[src/fsk_uart_pkg.sv]
// shared constants, register map and state types of the fsk character uart
package fsk_uart_pkg;

  // ==========================================================
  // clock and line rates
  localparam int CLK_HZ   = 10_000_000;
  localparam int RATE_HI  = 1200;
  localparam int RATE_MID = 150;
  localparam int RATE_LO  = 75;
  localparam int CYC_HI   = CLK_HZ / RATE_HI;
  localparam int CYC_MID  = CLK_HZ / RATE_MID;
  localparam int CYC_LO   = CLK_HZ / RATE_LO;
  localparam int CNT_W    = 18;

  // ==========================================================
  // register offsets (byte addresses)
  localparam logic [7:0] OFS_MOD_CFG  = 8'h00;
  localparam logic [7:0] OFS_LINE_FMT = 8'h04;
  localparam logic [7:0] OFS_IRQ_MASK = 8'h08;
  localparam logic [7:0] OFS_TX_DATA  = 8'h0c;
  localparam logic [7:0] OFS_RX_DATA  = 8'h10;
  localparam logic [7:0] OFS_FLAGS    = 8'h14;

  // ==========================================================
  // field positions
  localparam int MOD_HI_RATE  = 0;
  localparam int MOD_TX_EN    = 1;
  localparam int MOD_TX_ASYNC = 3;
  localparam int MOD_RX_ASYNC = 7;
  localparam int FMT_DATA8    = 0;
  localparam int FMT_PAR_EVEN = 1;
  localparam int FMT_PAR_EN   = 2;
  localparam int FMT_STOP2    = 3;
  localparam int FMT_TXINV    = 6;
  localparam int FMT_SLOW150  = 7;
  localparam int FLG_TX_RDY   = 0;
  localparam int FLG_TX_UND   = 1;
  localparam int FLG_RX_RDY   = 2;
  localparam int FLG_RX_OVF   = 3;
  localparam int FLG_RING_CHG = 5;
  localparam int FLG_RING     = 6;
  localparam int FLG_BAD_PAR  = 7;
  localparam logic [7:0] FLG_EVENTS = 8'h2f;

  // ==========================================================
  // reset value and data bit counts
  localparam logic [7:0] RST_REG  = 8'h00;
  localparam logic [3:0] DATA_N8  = 4'h8;
  localparam logic [3:0] DATA_N7  = 4'h7;

  typedef enum logic [2:0] {
    TX_IDLE = 3'b000, TX_START = 3'b001, TX_DATA = 3'b011,
    TX_PAR  = 3'b010, TX_STOP  = 3'b110
  } tx_state_type;

  typedef enum logic [2:0] {
    RX_IDLE = 3'b000, RX_START = 3'b001, RX_DATA = 3'b011,
    RX_PAR  = 3'b010, RX_STOP  = 3'b110
  } rx_state_type;

  typedef struct packed {
    logic        psel;
    logic        penable;
    logic        pwrite;
    logic [7:0]  paddr;
    logic [31:0] pwdata;
  } apb_req_type;

  typedef struct packed {
    logic [7:0]       mod_cfg;
    logic [7:0]       line_fmt;
    logic [7:0]       irq_mask;
    logic [7:0]       tx_data;
    logic [7:0]       rx_data;
    logic [7:0]       flags;
    logic             tx_full;
    logic             tx_starved;
    tx_state_type     tx_state;
    logic [CNT_W-1:0] tx_cnt;
    logic [7:0]       tx_sh;
    logic [3:0]       tx_idx;
    logic             tx_par;
    logic             tx_bit;
    rx_state_type     rx_state;
    logic [CNT_W-1:0] rx_cnt;
    logic [7:0]       rx_sh;
    logic [3:0]       rx_idx;
    logic             rx_par;
    logic             rx_bad;
    logic             rx_unread;
    logic             ring_prev;
    logic             irq_n;
    logic             pready;
    logic             pslverr;
    logic [31:0]      prdata;
  } state_type;

endpackage

[src/sync_agree.sv]
// three-stage input synchroniser that accepts a change once stages two and three agree
`timescale 1ns/1ns
module sync_agree #(
  parameter int         WIDTH   = 2,
  parameter logic [1:0] RST_VAL = 2'b00
) (
  input  wire logic             pclk,     // system clock
  input  wire logic             presetn,  // async reset, active low
  input  wire logic [WIDTH-1:0] din,      // raw pin levels
  output logic      [WIDTH-1:0] dout      // filtered levels
);

  // ==========================================================
  // per-bit chain; stage one feeds only stage two
  for (genvar i = 0; i < WIDTH; i++) begin : g_bit
    logic s1_ff;
    logic s2_ff;
    logic s3_ff;
    always_ff @(posedge pclk or negedge presetn) begin
      if (!presetn) begin
        s1_ff   <= RST_VAL[i];
        s2_ff   <= RST_VAL[i];
        s3_ff   <= RST_VAL[i];
        dout[i] <= RST_VAL[i];
      end else begin
        s1_ff <= din[i];
        s2_ff <= s1_ff;
        s3_ff <= s2_ff;
        // a one-cycle glitch never makes stages two and three agree
        if (s2_ff == s3_ff) begin
          dout[i] <= s3_ff;
        end
      end
    end
  end

endmodule

[src/fsk_modem_char_uart.sv]
// character framing unit between apb registers and the fsk modulator/demodulator
// Notes on behaviour
// - mod config bit 3 picks raw/framed tx
// - raw tx sends 8 bits lsb first
// - framed tx begins with space start bit
// - then 7 or 8 data bits, lsb first
// - optional even/odd parity from format bits 1,2
// - one or two mark stop bits
// - transmit only while mod config bit 1 set
// - missing byte sets tx underflow flag
// - framed underflow sends mark until reload
// - raw underflow resends held byte
// - mod config bit 7 picks raw/framed rx
// - raw rx packs 8 bits, first at d0
// - framed rx: start, data, parity, stop
// - bad parity sets flag bit 7
// - each rx load sets rx ready flag
// - load before read also sets overflow
// - ring level mirrored; any change sets flag
// - ring logic runs in every mode
// - format bit 6 enables inverted driver
// - irq low on masked flags 0-3,5
// - flag read clears bits 0-3,5 and irq
`timescale 1ns/1ns
module fsk_modem_char_uart #(
  parameter int CYC_HI  = fsk_uart_pkg::CYC_HI,
  parameter int CYC_MID = fsk_uart_pkg::CYC_MID,
  parameter int CYC_LO  = fsk_uart_pkg::CYC_LO
) (
  input  wire logic                       pclk,      // system clock
  input  wire logic                       presetn,   // async reset, active low
  input  wire fsk_uart_pkg::apb_req_type  apb_req,   // apb request group
  output logic                            pready,    // apb ready
  output logic                            pslverr,   // apb error, unmapped address
  output logic [31:0]                     prdata,    // apb read data
  input  wire logic                       rx_bit,    // demodulated data pin
  input  wire logic                       ring_det,  // ring detector pin
  output logic                            tx_bit,    // data to the modulator
  output logic                            tx_inv_en, // inverted line driver enable
  output logic                            irq_n      // interrupt, active low
);

  fsk_uart_pkg::state_type s_ff;
  fsk_uart_pkg::state_type nxt_s;
  logic [1:0]              pins_s;
  logic                    rx_s;
  logic                    ring_s;

  // ==========================================================
  // pin synchronisers; idle line is mark
  sync_agree #(.WIDTH(2), .RST_VAL(2'b01)) u_sync (
    .pclk    (pclk),
    .presetn (presetn),
    .din     ({ring_det, rx_bit}),
    .dout    (pins_s)
  );
  assign rx_s   = pins_s[0];
  assign ring_s = pins_s[1];

  // ==========================================================
  // outputs all come straight from state flops
  assign pready    = s_ff.pready;
  assign pslverr   = s_ff.pslverr;
  assign prdata    = s_ff.prdata;
  assign tx_bit    = s_ff.tx_bit;
  assign irq_n     = s_ff.irq_n;
  assign tx_inv_en = s_ff.line_fmt[fsk_uart_pkg::FMT_TXINV];

  // ==========================================================
  // next-state logic
  always_comb begin
    logic [fsk_uart_pkg::CNT_W-1:0] per;
    logic [3:0]                     ndata;
    logic                           fetch;
    logic                           ld;
    logic [7:0]                     ld_val;
    logic                           ld_bad;
    logic                           done;
    logic                           mapped;
    logic [7:0]                     rd;
    per    = '0;
    ndata  = '0;
    fetch  = 1'b0;
    ld     = 1'b0;
    ld_val = '0;
    ld_bad = 1'b0;
    done   = 1'b0;
    mapped = 1'b0;
    rd     = '0;
    nxt_s  = s_ff;

    // bit period from the selected line rate
    if (s_ff.mod_cfg[fsk_uart_pkg::MOD_HI_RATE]) begin
      per = fsk_uart_pkg::CNT_W'(CYC_HI);
    end else if (s_ff.line_fmt[fsk_uart_pkg::FMT_SLOW150]) begin
      per = fsk_uart_pkg::CNT_W'(CYC_MID);
    end else begin
      per = fsk_uart_pkg::CNT_W'(CYC_LO);
    end
    ndata = s_ff.line_fmt[fsk_uart_pkg::FMT_DATA8] ? fsk_uart_pkg::DATA_N8
                                                   : fsk_uart_pkg::DATA_N7;

    // apb read side effects of the completing access come first so that
    // hardware sets below win over a clear in the same cycle
    done = apb_req.psel && apb_req.penable && s_ff.pready;
    if (done && !s_ff.pslverr && !apb_req.pwrite) begin
      if (apb_req.paddr == fsk_uart_pkg::OFS_FLAGS) begin
        // clear only what the read actually reported
        nxt_s.flags = s_ff.flags & ~(s_ff.prdata[7:0] & fsk_uart_pkg::FLG_EVENTS);
      end
      if (apb_req.paddr == fsk_uart_pkg::OFS_RX_DATA) begin
        nxt_s.rx_unread = 1'b0;
      end
    end

    // transmitter
    if (!s_ff.mod_cfg[fsk_uart_pkg::MOD_TX_EN]) begin
      // idle at mark while transmit is off
      nxt_s.tx_state   = fsk_uart_pkg::TX_IDLE;
      nxt_s.tx_bit     = 1'b1;
      nxt_s.tx_cnt     = '0;
      nxt_s.tx_starved = 1'b0;
    end else if (s_ff.tx_cnt != '0) begin
      nxt_s.tx_cnt = s_ff.tx_cnt - 1'b1;
    end else begin
      nxt_s.tx_cnt = per - 1'b1;
      case (s_ff.tx_state)
        fsk_uart_pkg::TX_IDLE: begin
          fetch = 1'b1;
        end
        fsk_uart_pkg::TX_START: begin
          // first data bit follows the start bit
          nxt_s.tx_bit   = s_ff.tx_sh[0];
          nxt_s.tx_par   = s_ff.tx_par ^ s_ff.tx_sh[0];
          nxt_s.tx_sh    = {1'b0, s_ff.tx_sh[7:1]};
          nxt_s.tx_idx   = 4'h1;
          nxt_s.tx_state = fsk_uart_pkg::TX_DATA;
        end
        fsk_uart_pkg::TX_DATA: begin
          if (!s_ff.mod_cfg[fsk_uart_pkg::MOD_TX_ASYNC]) begin
            // raw byte, lsb first, back to back
            if (s_ff.tx_idx == fsk_uart_pkg::DATA_N8) begin
              fetch = 1'b1;
            end else begin
              nxt_s.tx_bit = s_ff.tx_sh[0];
              nxt_s.tx_sh  = {1'b0, s_ff.tx_sh[7:1]};
              nxt_s.tx_idx = s_ff.tx_idx + 1'b1;
            end
          end else if (s_ff.tx_idx == ndata) begin
            // parity bit: even carries the data xor
            if (s_ff.line_fmt[fsk_uart_pkg::FMT_PAR_EN]) begin
              nxt_s.tx_bit   = s_ff.line_fmt[fsk_uart_pkg::FMT_PAR_EVEN] ? s_ff.tx_par
                                                                         : ~s_ff.tx_par;
              nxt_s.tx_state = fsk_uart_pkg::TX_PAR;
            end else begin
              nxt_s.tx_bit   = 1'b1;
              nxt_s.tx_idx   = '0;
              nxt_s.tx_state = fsk_uart_pkg::TX_STOP;
            end
          end else begin
            nxt_s.tx_bit = s_ff.tx_sh[0];
            nxt_s.tx_par = s_ff.tx_par ^ s_ff.tx_sh[0];
            nxt_s.tx_sh  = {1'b0, s_ff.tx_sh[7:1]};
            nxt_s.tx_idx = s_ff.tx_idx + 1'b1;
          end
        end
        fsk_uart_pkg::TX_PAR: begin
          nxt_s.tx_bit   = 1'b1;
          nxt_s.tx_idx   = '0;
          nxt_s.tx_state = fsk_uart_pkg::TX_STOP;
        end
        fsk_uart_pkg::TX_STOP: begin
          // second mark period when two stops selected
          if (s_ff.line_fmt[fsk_uart_pkg::FMT_STOP2] && s_ff.tx_idx == '0) begin
            nxt_s.tx_idx = 4'h1;
            nxt_s.tx_bit = 1'b1;
          end else begin
            fetch = 1'b1;
          end
        end
        default: begin
          nxt_s.tx_state = fsk_uart_pkg::TX_IDLE;
          nxt_s.tx_bit   = 1'b1;
        end
      endcase
    end

    // byte fetch at a character boundary
    if (fetch) begin
      // framing chosen per byte at fetch time
      nxt_s.tx_par = 1'b0;
      if (s_ff.tx_full) begin
        // byte taken, host may load the next
        nxt_s.tx_full                       = 1'b0;
        nxt_s.tx_starved                    = 1'b0;
        nxt_s.flags[fsk_uart_pkg::FLG_TX_RDY] = 1'b1;
      end else begin
        if (!s_ff.tx_starved) begin
          nxt_s.flags[fsk_uart_pkg::FLG_TX_UND] = 1'b1;
        end
        nxt_s.tx_starved = 1'b1;
      end
      if (s_ff.mod_cfg[fsk_uart_pkg::MOD_TX_ASYNC]) begin
        if (s_ff.tx_full) begin
          nxt_s.tx_bit   = 1'b0;
          nxt_s.tx_sh    = s_ff.tx_data;
          nxt_s.tx_state = fsk_uart_pkg::TX_START;
        end else begin
          // mark for a bit time, then try again
          nxt_s.tx_bit   = 1'b1;
          nxt_s.tx_state = fsk_uart_pkg::TX_IDLE;
        end
      end else begin
        // raw mode resends the held byte when starved
        nxt_s.tx_bit   = s_ff.tx_data[0];
        nxt_s.tx_sh    = {1'b0, s_ff.tx_data[7:1]};
        nxt_s.tx_idx   = 4'h1;
        nxt_s.tx_state = fsk_uart_pkg::TX_DATA;
      end
    end

    // receiver
    if (!s_ff.mod_cfg[fsk_uart_pkg::MOD_RX_ASYNC]) begin
      // raw receive has no framing state
      nxt_s.rx_state = fsk_uart_pkg::RX_IDLE;
      if (s_ff.rx_cnt != '0) begin
        nxt_s.rx_cnt = s_ff.rx_cnt - 1'b1;
      end else begin
        // shift in at the top so the first bit ends at d0
        nxt_s.rx_cnt = per - 1'b1;
        nxt_s.rx_sh  = {rx_s, s_ff.rx_sh[7:1]};
        if (s_ff.rx_idx == fsk_uart_pkg::DATA_N7) begin
          nxt_s.rx_idx = '0;
          ld           = 1'b1;
          ld_val       = {rx_s, s_ff.rx_sh[7:1]};
        end else begin
          nxt_s.rx_idx = s_ff.rx_idx + 1'b1;
        end
      end
    end else if (s_ff.rx_state == fsk_uart_pkg::RX_IDLE) begin
      // half a bit to the start bit centre
      if (!rx_s) begin
        nxt_s.rx_cnt   = {1'b0, per[fsk_uart_pkg::CNT_W-1:1]};
        nxt_s.rx_state = fsk_uart_pkg::RX_START;
      end
    end else if (s_ff.rx_cnt != '0) begin
      nxt_s.rx_cnt = s_ff.rx_cnt - 1'b1;
    end else begin
      nxt_s.rx_cnt = per - 1'b1;
      case (s_ff.rx_state)
        fsk_uart_pkg::RX_START: begin
          // a start bit gone high at its centre was noise
          nxt_s.rx_idx   = '0;
          nxt_s.rx_par   = 1'b0;
          nxt_s.rx_bad   = 1'b0;
          nxt_s.rx_state = rx_s ? fsk_uart_pkg::RX_IDLE : fsk_uart_pkg::RX_DATA;
        end
        fsk_uart_pkg::RX_DATA: begin
          nxt_s.rx_sh  = {rx_s, s_ff.rx_sh[7:1]};
          nxt_s.rx_par = s_ff.rx_par ^ rx_s;
          nxt_s.rx_idx = s_ff.rx_idx + 1'b1;
          if (s_ff.rx_idx == ndata - 1'b1) begin
            nxt_s.rx_state = s_ff.line_fmt[fsk_uart_pkg::FMT_PAR_EN] ? fsk_uart_pkg::RX_PAR
                                                                     : fsk_uart_pkg::RX_STOP;
          end
        end
        fsk_uart_pkg::RX_PAR: begin
          nxt_s.rx_bad   = (s_ff.rx_par ^ rx_s) ^ ~s_ff.line_fmt[fsk_uart_pkg::FMT_PAR_EVEN];
          nxt_s.rx_state = fsk_uart_pkg::RX_STOP;
        end
        fsk_uart_pkg::RX_STOP: begin
          // a space stop bit drops the character
          nxt_s.rx_state = fsk_uart_pkg::RX_IDLE;
          if (rx_s) begin
            ld     = 1'b1;
            ld_bad = s_ff.line_fmt[fsk_uart_pkg::FMT_PAR_EN] & s_ff.rx_bad;
            ld_val = s_ff.line_fmt[fsk_uart_pkg::FMT_DATA8] ? s_ff.rx_sh
                                                            : {1'b0, s_ff.rx_sh[7:1]};
          end
        end
        default: begin
          nxt_s.rx_state = fsk_uart_pkg::RX_IDLE;
        end
      endcase
    end

    if (ld) begin
      nxt_s.rx_data                          = ld_val;
      nxt_s.rx_unread                        = 1'b1;
      nxt_s.flags[fsk_uart_pkg::FLG_RX_RDY]  = 1'b1;
      nxt_s.flags[fsk_uart_pkg::FLG_BAD_PAR] = ld_bad;
      if (s_ff.rx_unread) begin
        nxt_s.flags[fsk_uart_pkg::FLG_RX_OVF] = 1'b1;
      end
    end

    // ring tracking has no mode or enable gating
    nxt_s.ring_prev                     = ring_s;
    nxt_s.flags[fsk_uart_pkg::FLG_RING] = ring_s;
    if (ring_s != s_ff.ring_prev) begin
      nxt_s.flags[fsk_uart_pkg::FLG_RING_CHG] = 1'b1;
    end
    nxt_s.flags[4] = 1'b0;

    nxt_s.irq_n = ~|(s_ff.flags & s_ff.irq_mask & fsk_uart_pkg::FLG_EVENTS);

    // apb: one wait state, answer and read data registered together
    case (apb_req.paddr)
      fsk_uart_pkg::OFS_MOD_CFG:  rd = s_ff.mod_cfg;
      fsk_uart_pkg::OFS_LINE_FMT: rd = s_ff.line_fmt;
      fsk_uart_pkg::OFS_IRQ_MASK: rd = s_ff.irq_mask;
      fsk_uart_pkg::OFS_TX_DATA:  rd = s_ff.tx_data;
      fsk_uart_pkg::OFS_RX_DATA:  rd = s_ff.rx_data;
      fsk_uart_pkg::OFS_FLAGS:    rd = s_ff.flags;
      default:                    rd = '0;
    endcase
    mapped = (apb_req.paddr <= fsk_uart_pkg::OFS_FLAGS) && (apb_req.paddr[1:0] == 2'b00);
    nxt_s.pready  = apb_req.psel && apb_req.penable && !s_ff.pready;
    nxt_s.pslverr = apb_req.psel && apb_req.penable && !s_ff.pready && !mapped;
    if (apb_req.psel && apb_req.penable && !s_ff.pready) begin
      nxt_s.prdata = apb_req.pwrite ? 32'h0000_0000 : {24'h00_0000, rd};
    end

    // writes last so a load in a fetch cycle is kept
    if (done && !s_ff.pslverr && apb_req.pwrite) begin
      case (apb_req.paddr)
        fsk_uart_pkg::OFS_MOD_CFG:  nxt_s.mod_cfg  = apb_req.pwdata[7:0];
        fsk_uart_pkg::OFS_LINE_FMT: nxt_s.line_fmt = apb_req.pwdata[7:0];
        fsk_uart_pkg::OFS_IRQ_MASK: nxt_s.irq_mask = apb_req.pwdata[7:0];
        fsk_uart_pkg::OFS_TX_DATA: begin
          nxt_s.tx_data = apb_req.pwdata[7:0];
          nxt_s.tx_full = 1'b1;
        end
        default: begin
        end
      endcase
    end
  end

  // ==========================================================
  // state register
  always_ff @(posedge pclk or negedge presetn) begin
    if (!presetn) begin
      s_ff           <= '0;
      s_ff.tx_bit    <= 1'b1;
      s_ff.ring_prev <= 1'b0;
      s_ff.irq_n     <= 1'b1;
      s_ff.mod_cfg   <= fsk_uart_pkg::RST_REG;
      s_ff.line_fmt  <= fsk_uart_pkg::RST_REG;
      s_ff.irq_mask  <= fsk_uart_pkg::RST_REG;
    end else begin
      s_ff <= nxt_s;
    end
  end

endmodule

[config.mk]
export PLATFORM = sky130hd
export DESIGN_NAME = fsk_modem_char_uart
export DESIGN_NICKNAME = d
export VERILOG_FILES = /design/src/fsk_uart_pkg.sv /design/src/sync_agree.sv /design/src/fsk_modem_char_uart.sv
export SDC_FILE = /design/constraint.sdc
export NUM_CORES = 1
export LEC_CHECK = 0
export ABC_AREA = 1
export BUFFER_PORTS_ARGS = -buffer_cell sky130_fd_sc_hd__buf_2
export CORE_MARGIN = 8
export CORE_UTILIZATION = 50
export CTS_CLUSTER_DIAMETER = 200
export DETAILED_ROUTE_END_ITERATION = 16
export GPL_TIMING_DRIVEN = 0
export HOLD_SLACK_MARGIN = 0.02
export PLACE_DENSITY = 0.7
export RECOVER_POWER = 50
export SYNTH_ARGS = -nofsm -noshare
export SYNTH_HDL_FRONTEND = slang
export SYNTH_HIERARCHICAL = 1
export SYNTH_SLANG_ARGS = --single-unit
export TNS_END_PERCENT = 5
[constraint.sdc]
create_clock -name pclk -period 2.3 [get_ports pclk]
set_clock_uncertainty 0.2 [all_clocks]
set_input_delay 0.115 -clock pclk [delete_from_list [all_inputs] [get_ports pclk]]
set_output_delay 0.115 -clock pclk [all_outputs]
set_load 0.01 [all_outputs]
Word level (Yosys, flattened, before mapping). Index checks and enable logic that the tools add are counted.

Add/sub/neg operators: 6. Bitwise operators: 11. Reduce and logical (&&, ||, !) cells: 47. Muxes and demuxes: 98. Equal/unequal tests: 39. $lt $le $gt $ge: 1.

Operators by type and width (count): $mux 8 (15); $mux 18 (4); $mux 21 (3); $mux 14 (4); $sub 18x1->18 const B (3); $pmux 8 s6 (1); $mux 1 (40); $mux 12 (3); $reduce_bool 18->1 (2); $mux 33 (1); $mux 4 (6); $reduce_and 4->1 (6); $mux 3 (6); $eq 8x4->1 const B (2); $eq 8x5->1 const B (2); $ne 4x4->1 const B (4); $pmux 4 s4 (1); $pmux 8 s2 (1); $reduce_bool 2->1 (8); $reduce_and 2->1 (7); $mux 13 (1); $eq 3x2->1 const B (4); $ne 3x3->1 const B (4); $pmux 3 s4 (1); 40 further kinds (73).

Register bits: 164. Word-level logic and storage cells: 238. Bits of input ports: 47. Output and inout bits: 37.

Depth between registers and ports, before layout.
Depth in word-level cells: 11. Mapped depth: 12. Depth with buffers taken out: 12.

Cells and area by module. Netlist, hierarchy kept.

Modules (own cells, without submodules): fsk_modem_char_uart (sequential area each 3280.6 um^2, cells each 979, area each 7616.1 um^2, instances 1); sync_agree (sequential area each 205.2 um^2, cells each 16, area each 237.7 um^2, instances 1).

Least setup slack after synthesis. Ideal clock, no wire load.

Path type: flip-flop to flip-flop. Start point: reg s_ff[86] in the netlist's numbering. End point: reg s_ff[96] in the netlist's numbering. Data required time: 1.966 ns. Library setup time: 0.134 ns. Stages on the path, launching flop included: 9. Setup slack: 0.355 ns. Arrival: 1.611 ns. Cell sequence: dfrtp_1 inv_1 ha_1 nand2_1 nor2_2 nand3_4 buf_2 o21ai_0 nor2_1.

RTL lines: from (decl) (RTL line fsk_modem_char_uart.sv:43) `fsk_uart_pkg::state_type s_ff;`; from (signal assigned) (RTL line fsk_modem_char_uart.sv:352) `s_ff <= nxt_s;`.

Worst setup path after layout.
Start point: reg s_ff[51] in the netlist's numbering. End point: reg s_ff[121] in the netlist's numbering.

Longest elaborated chain between the ends: 4.

Ends and longest elaborated chain: $reduce_bool 18->1 (*) (RTL line fsk_modem_char_uart.sv:226, fsk_modem_char_uart.sv:246); $mux 8 or $mux 1 (tied branches) (RTL line fsk_modem_char_uart.sv:246) `end else if (s_ff.rx_cnt != '0) begin`; $mux 8 or $mux 1 (tied branches) (RTL line fsk_modem_char_uart.sv:240) `end else if (s_ff.rx_state == fsk_uart_pkg::RX_IDLE) begin`; $mux 8 or $mux 1 (tied branches) (RTL line fsk_modem_char_uart.sv:223) `if (!s_ff.mod_cfg[fsk_uart_pkg::MOD_RX_ASYNC]) begin`.

Mark *: on every way between the ends. The rest lies on a longest branch, timed or not. A chain may end at the register's enable or synchronous reset.

==> summary by stage <==
Synth
The synthesized design contains 139 register bits. Among all flip-flop cells after synthesis, the most frequent one is sky130_fd_sc_hd__dfrtp_1. The area fraction of the dominant cell type after synthesis is 0.424. During synthesis, Yosys emitted a total of 6 warnings. Of the total synthesized cell area, the portion taken by full adders, half adders and majority gates is 0.0112.

The sequential fraction of the synthesis area is 0.444. The number of flops mapped to enable cells by yosys is 0. The commonest cells after synthesis are sky130_fd_sc_hd__nand2_1 (245), sky130_fd_sc_hd__dfrtp_1 (133), sky130_fd_sc_hd__inv_1 (114). The share of synthesized area spent on multiplexers is 0.00143. Of the total synthesized cell area, the portion taken by AND, OR, NAND and NOR gates is 0.271. The dominant cell type by area after synthesis is sky130_fd_sc_hd__dfrtp_1. After synthesis, the netlist uses 49 different library cells. In the synthesized netlist, the number of instances is 995. Summing every instance area after synthesis gives 7850 sq um. The synthesized area per cell is 7.89 sq um. The fraction of synthesis flops using an asynchronous set or reset pin is 1.00. The most used standard cell by instance count after synthesis is sky130_fd_sc_hd__nand2_1. The post-synthesis xor/xnor area fraction is 0.0312.

The fraction of the mapped netlist area in compound gates is 0.142. Sorting the synthesized cells by area gives the leading types as sky130_fd_sc_hd__dfrtp_1 (42%), sky130_fd_sc_hd__nand2_1 (12%), sky130_fd_sc_hd__o21ai_0 (6.7%), sky130_fd_sc_hd__inv_1 (5.4%), sky130_fd_sc_hd__nand3_1 (3.8%). The largest family of logic cells by synthesized area is simple AND/OR/NAND/NOR gates.

Setup path
The critical path required time is 2.38 ns. The sort of element at the start of the critical path is a flip-flop. The signal arrival time at the worst endpoint is 2.28 ns. The kind of end point of the critical path is a flip-flop. The minimum setup slack among reg-to-reg paths is 0.09 ns. The critical path is of the reg2reg type. The largest fanout of any net on the critical path is 10.

Detailed routing
The length of the first detailed-routing pass in iterations is 5. The count of routing violations after the opening detailed-route iteration is 653. The met2 wire length is 9430 um. The remaining antenna violation count is 0. The top layer reached by signal wires is met4.

After detailed routing, the number of remaining DRC violations is 0. The routed length on met1 is 9020 um. The routed design has 19800 um of wire. Dividing the detail-routed wire length by the instance count gives 15.0 um. The number of vias per cell is 5.20. The vias after detailed routing is 6867. After detailed routing, the met3 layer carries 962 um of wire.

STA
The worst pin sits at a relative slew slack of 0.404. For the pin with the worst max-slew slack, the measured transition is 0.894 ns. The number of hold-slack violations in the final timing report is 0. The total negative slack is 0 ns. The final number of max-transition violations is 0. Setup repair after global routing could not meet its margin everywhere. Setup violations remaining at the end of the flow were counted as 0. The minimum clock period after layout is 2.21 ns. The share of the clock period used by the worst path is 0.959.

The tightest hold margin is 0.0364 ns. Timing would allow up to 453 MHz.

Finish
For this run, the number of standard cells in the final layout without fillers is 1320. Of the cells placed in the final design, the portion with a size suffix greater than 1 is 0.153. The area growth from synthesis to layout is 18.5%. After filler insertion, the fill cell instance count of the layout stands at 1385. The number of diodes added for antenna fixing is 0. The final-stage net count is 1145. Across the whole layout, storage elements account for 3490 sq um. Summing all multi-input logic gate instances after layout gives 3730 sq um.

Power and ir drop
The worst supply voltage drop on vdd is 0.510 mV. For this design the ratio of total power to cell area is 697 nW/um^2. The total leakage power is 0.00452 uW. Power comes to 6490 uW.

Global route
The maximum number of pins on one net before global-route repair is 95. The wire length of the first global-routing pass is 33300 um. The via count of the first global-routing pass is 6672.

The number of antenna violations at the first check in global routing was 0. The total overflow left after global routing is 0. In the global route stage, overall resource usage came out at 0.206.

Clock network
The maximum root-to-sink buffer count is 2. The clock tree root driver cell is sky130_fd_sc_hd__clkbuf_16. Clock-pin slew was measured on the worst setup and hold paths at 0.06 ns. The clock tree from TritonCTS is built. The TritonCTS buffer count is 17.

The clock drives 139 sinks. CTS built an H-tree with a depth of 4. The clock network latency to the later pin of the worst-skew pair is 0.42 ns.

Floorplan
For this design the top-level I/O count stands at 84. In this run the core area contains 46 standard-cell rows. For this configuration, the core starts out at a cell density of 0.504. The die outline area is 20000 sq um. The horizontal die dimension is 141 um. The die is 141 um tall.

The core region area is 15600 sq um.

Run
The tool flagged a number of max-cap violations equal to 0.

Placed design
The congestion estimate from routability-driven global placement came to 0.905. Input and output buffers added on the ports amount to 35. The instance count after placement with tap cells included is 1270. Detailed placement ended at an HPWL of 14000 um.

Hold path
In this run the worst hold path is classified as in2reg.

Outcome
The flow ran to the end, and the final reports show no timing, DRC or antenna violations.
[power by group]
part | internal [uW] | switching [uW] | total (uW)
clock | 1950 | 1120 | 3070
combinational | 297 | 439 | 736
sequential | 2560 | 133 | 2690
total | 4800 | 1690 | 6490
[worst paths after layout]
kind	end	depth (start not counted)	start
setup / recovery	s_ff[121]	11	s_ff[51]
hold / removal	pslverr	5	apb_req[34]
setup reg to reg	s_ff[121]	11	s_ff[51]
hold reg to reg	u_sync/g_bit[1].s2_ff	0	u_sync/g_bit[1].s1_ff
max in group asynchronous	s_ff[74]	4	presetn
min in group asynchronous	s_ff[55]	3	presetn
[sequential cells by signal, indices dropped and copies added, names as in the netlist]
signal	cells
tx_bit	1
irq_n	1
pready	1
u_sync/g_bit.s2_ff	2
s_ff	118
u_sync/g_bit.s1_ff	2
tx_inv_en	1
u_sync/g_bit.s3_ff	2
prdata	8
u_sync/dout	2
pslverr	1
[per-stage QoR]
stage / util / area (sq um) / setup WS [ns]
after CTS: 0.595 / 9280 / 0.00603
final: 0.597 / 9310 / 0.0933
after global placement: 0.538 / 8390 / -1.08
after global routing: 0.597 / 9310 / -0.0404
after detailed placement: 0.540 / 8420 / -0.0364
after floorplan: - / 7940 / 0.355
[per-layer routing]
metal / track usage / up-vias
met1: 0.278 / 3206
met4: 0.0735 / 0
met3: 0.0390 / 32
met2: 0.326 / 213
li1: - / 3416
met5: 0 / -
[worst max-delay path, cell delays in order (launching register included)]
cell and delay, ns:
sky130_fd_sc_hd__dfrtp_1 0.38, sky130_fd_sc_hd__inv_1 0.15, sky130_fd_sc_hd__ha_2 0.24, sky130_fd_sc_hd__nand4_1 0.13, sky130_fd_sc_hd__nor2_2 0.15, sky130_fd_sc_hd__nand2_4 0.14
sky130_fd_sc_hd__nor2_8 0.19, sky130_fd_sc_hd__nand2_1 0.11, sky130_fd_sc_hd__nand2_4 0.11, sky130_fd_sc_hd__inv_2 0.08, sky130_fd_sc_hd__nand2_1 0.07, sky130_fd_sc_hd__o211ai_1 0.11
[timing repair]
item	4_1_cts	5_1_grt
resized for setup	2	16
buffers inserted	0	0
setup endpoints to repair	9	39
hold buffers	18	0
hold endpoints to repair	181	0
[placed cells by master (no fill, tap or decap), types with 4 or more instances in the layout]
cell type / count
sky130_fd_sc_hd__a21oi_1: 27
sky130_fd_sc_hd__buf_2: 28
sky130_fd_sc_hd__buf_4: 33
sky130_fd_sc_hd__bufinv_16: 5
sky130_fd_sc_hd__clkbuf_1: 17
sky130_fd_sc_hd__clkbuf_16: 17
sky130_fd_sc_hd__clkinv_4: 5
sky130_fd_sc_hd__conb_1: 24
sky130_fd_sc_hd__dfrtp_1: 132
sky130_fd_sc_hd__dfstp_2: 5
sky130_fd_sc_hd__dlygate4sd3_1: 17
sky130_fd_sc_hd__ha_1: 5
sky130_fd_sc_hd__inv_1: 113
sky130_fd_sc_hd__inv_2: 8
sky130_fd_sc_hd__inv_6: 4
sky130_fd_sc_hd__nand2_1: 243
sky130_fd_sc_hd__nand2_2: 10
sky130_fd_sc_hd__nand3_1: 60
sky130_fd_sc_hd__nand4_1: 15
sky130_fd_sc_hd__nor2_1: 78
sky130_fd_sc_hd__nor2_2: 9
sky130_fd_sc_hd__nor2_4: 9
sky130_fd_sc_hd__nor2_8: 4
sky130_fd_sc_hd__nor3_1: 11
sky130_fd_sc_hd__o2111ai_1: 9
sky130_fd_sc_hd__o211ai_1: 4
sky130_fd_sc_hd__o21ai_0: 103
sky130_fd_sc_hd__o21ai_1: 8
sky130_fd_sc_hd__o21ai_2: 5
sky130_fd_sc_hd__o221ai_1: 5
sky130_fd_sc_hd__o22ai_1: 10
sky130_fd_sc_hd__xnor2_1: 10
sky130_fd_sc_hd__xor2_1: 18
[logic make-up after synthesis]
kind of cell	Yosys count
buf+inv	169
fa+ha+maj	7
flops	139
simple gates	459
mux	1
xor+xnor	28
other cells	1
compound gates	191
[layout make-up]
cell class	instances	area share
multi-input cells	710	0.400
flip-flops and latches	139	0.375
inverters	124	0.0509
clock buffers	17	0.0457
repair buffers	54	0.0405
plain buffers	45	0.0335
well taps	216	0.0290
clock inverters	15	0.0254
Note: power is estimated with default switching activity, not from simulation.
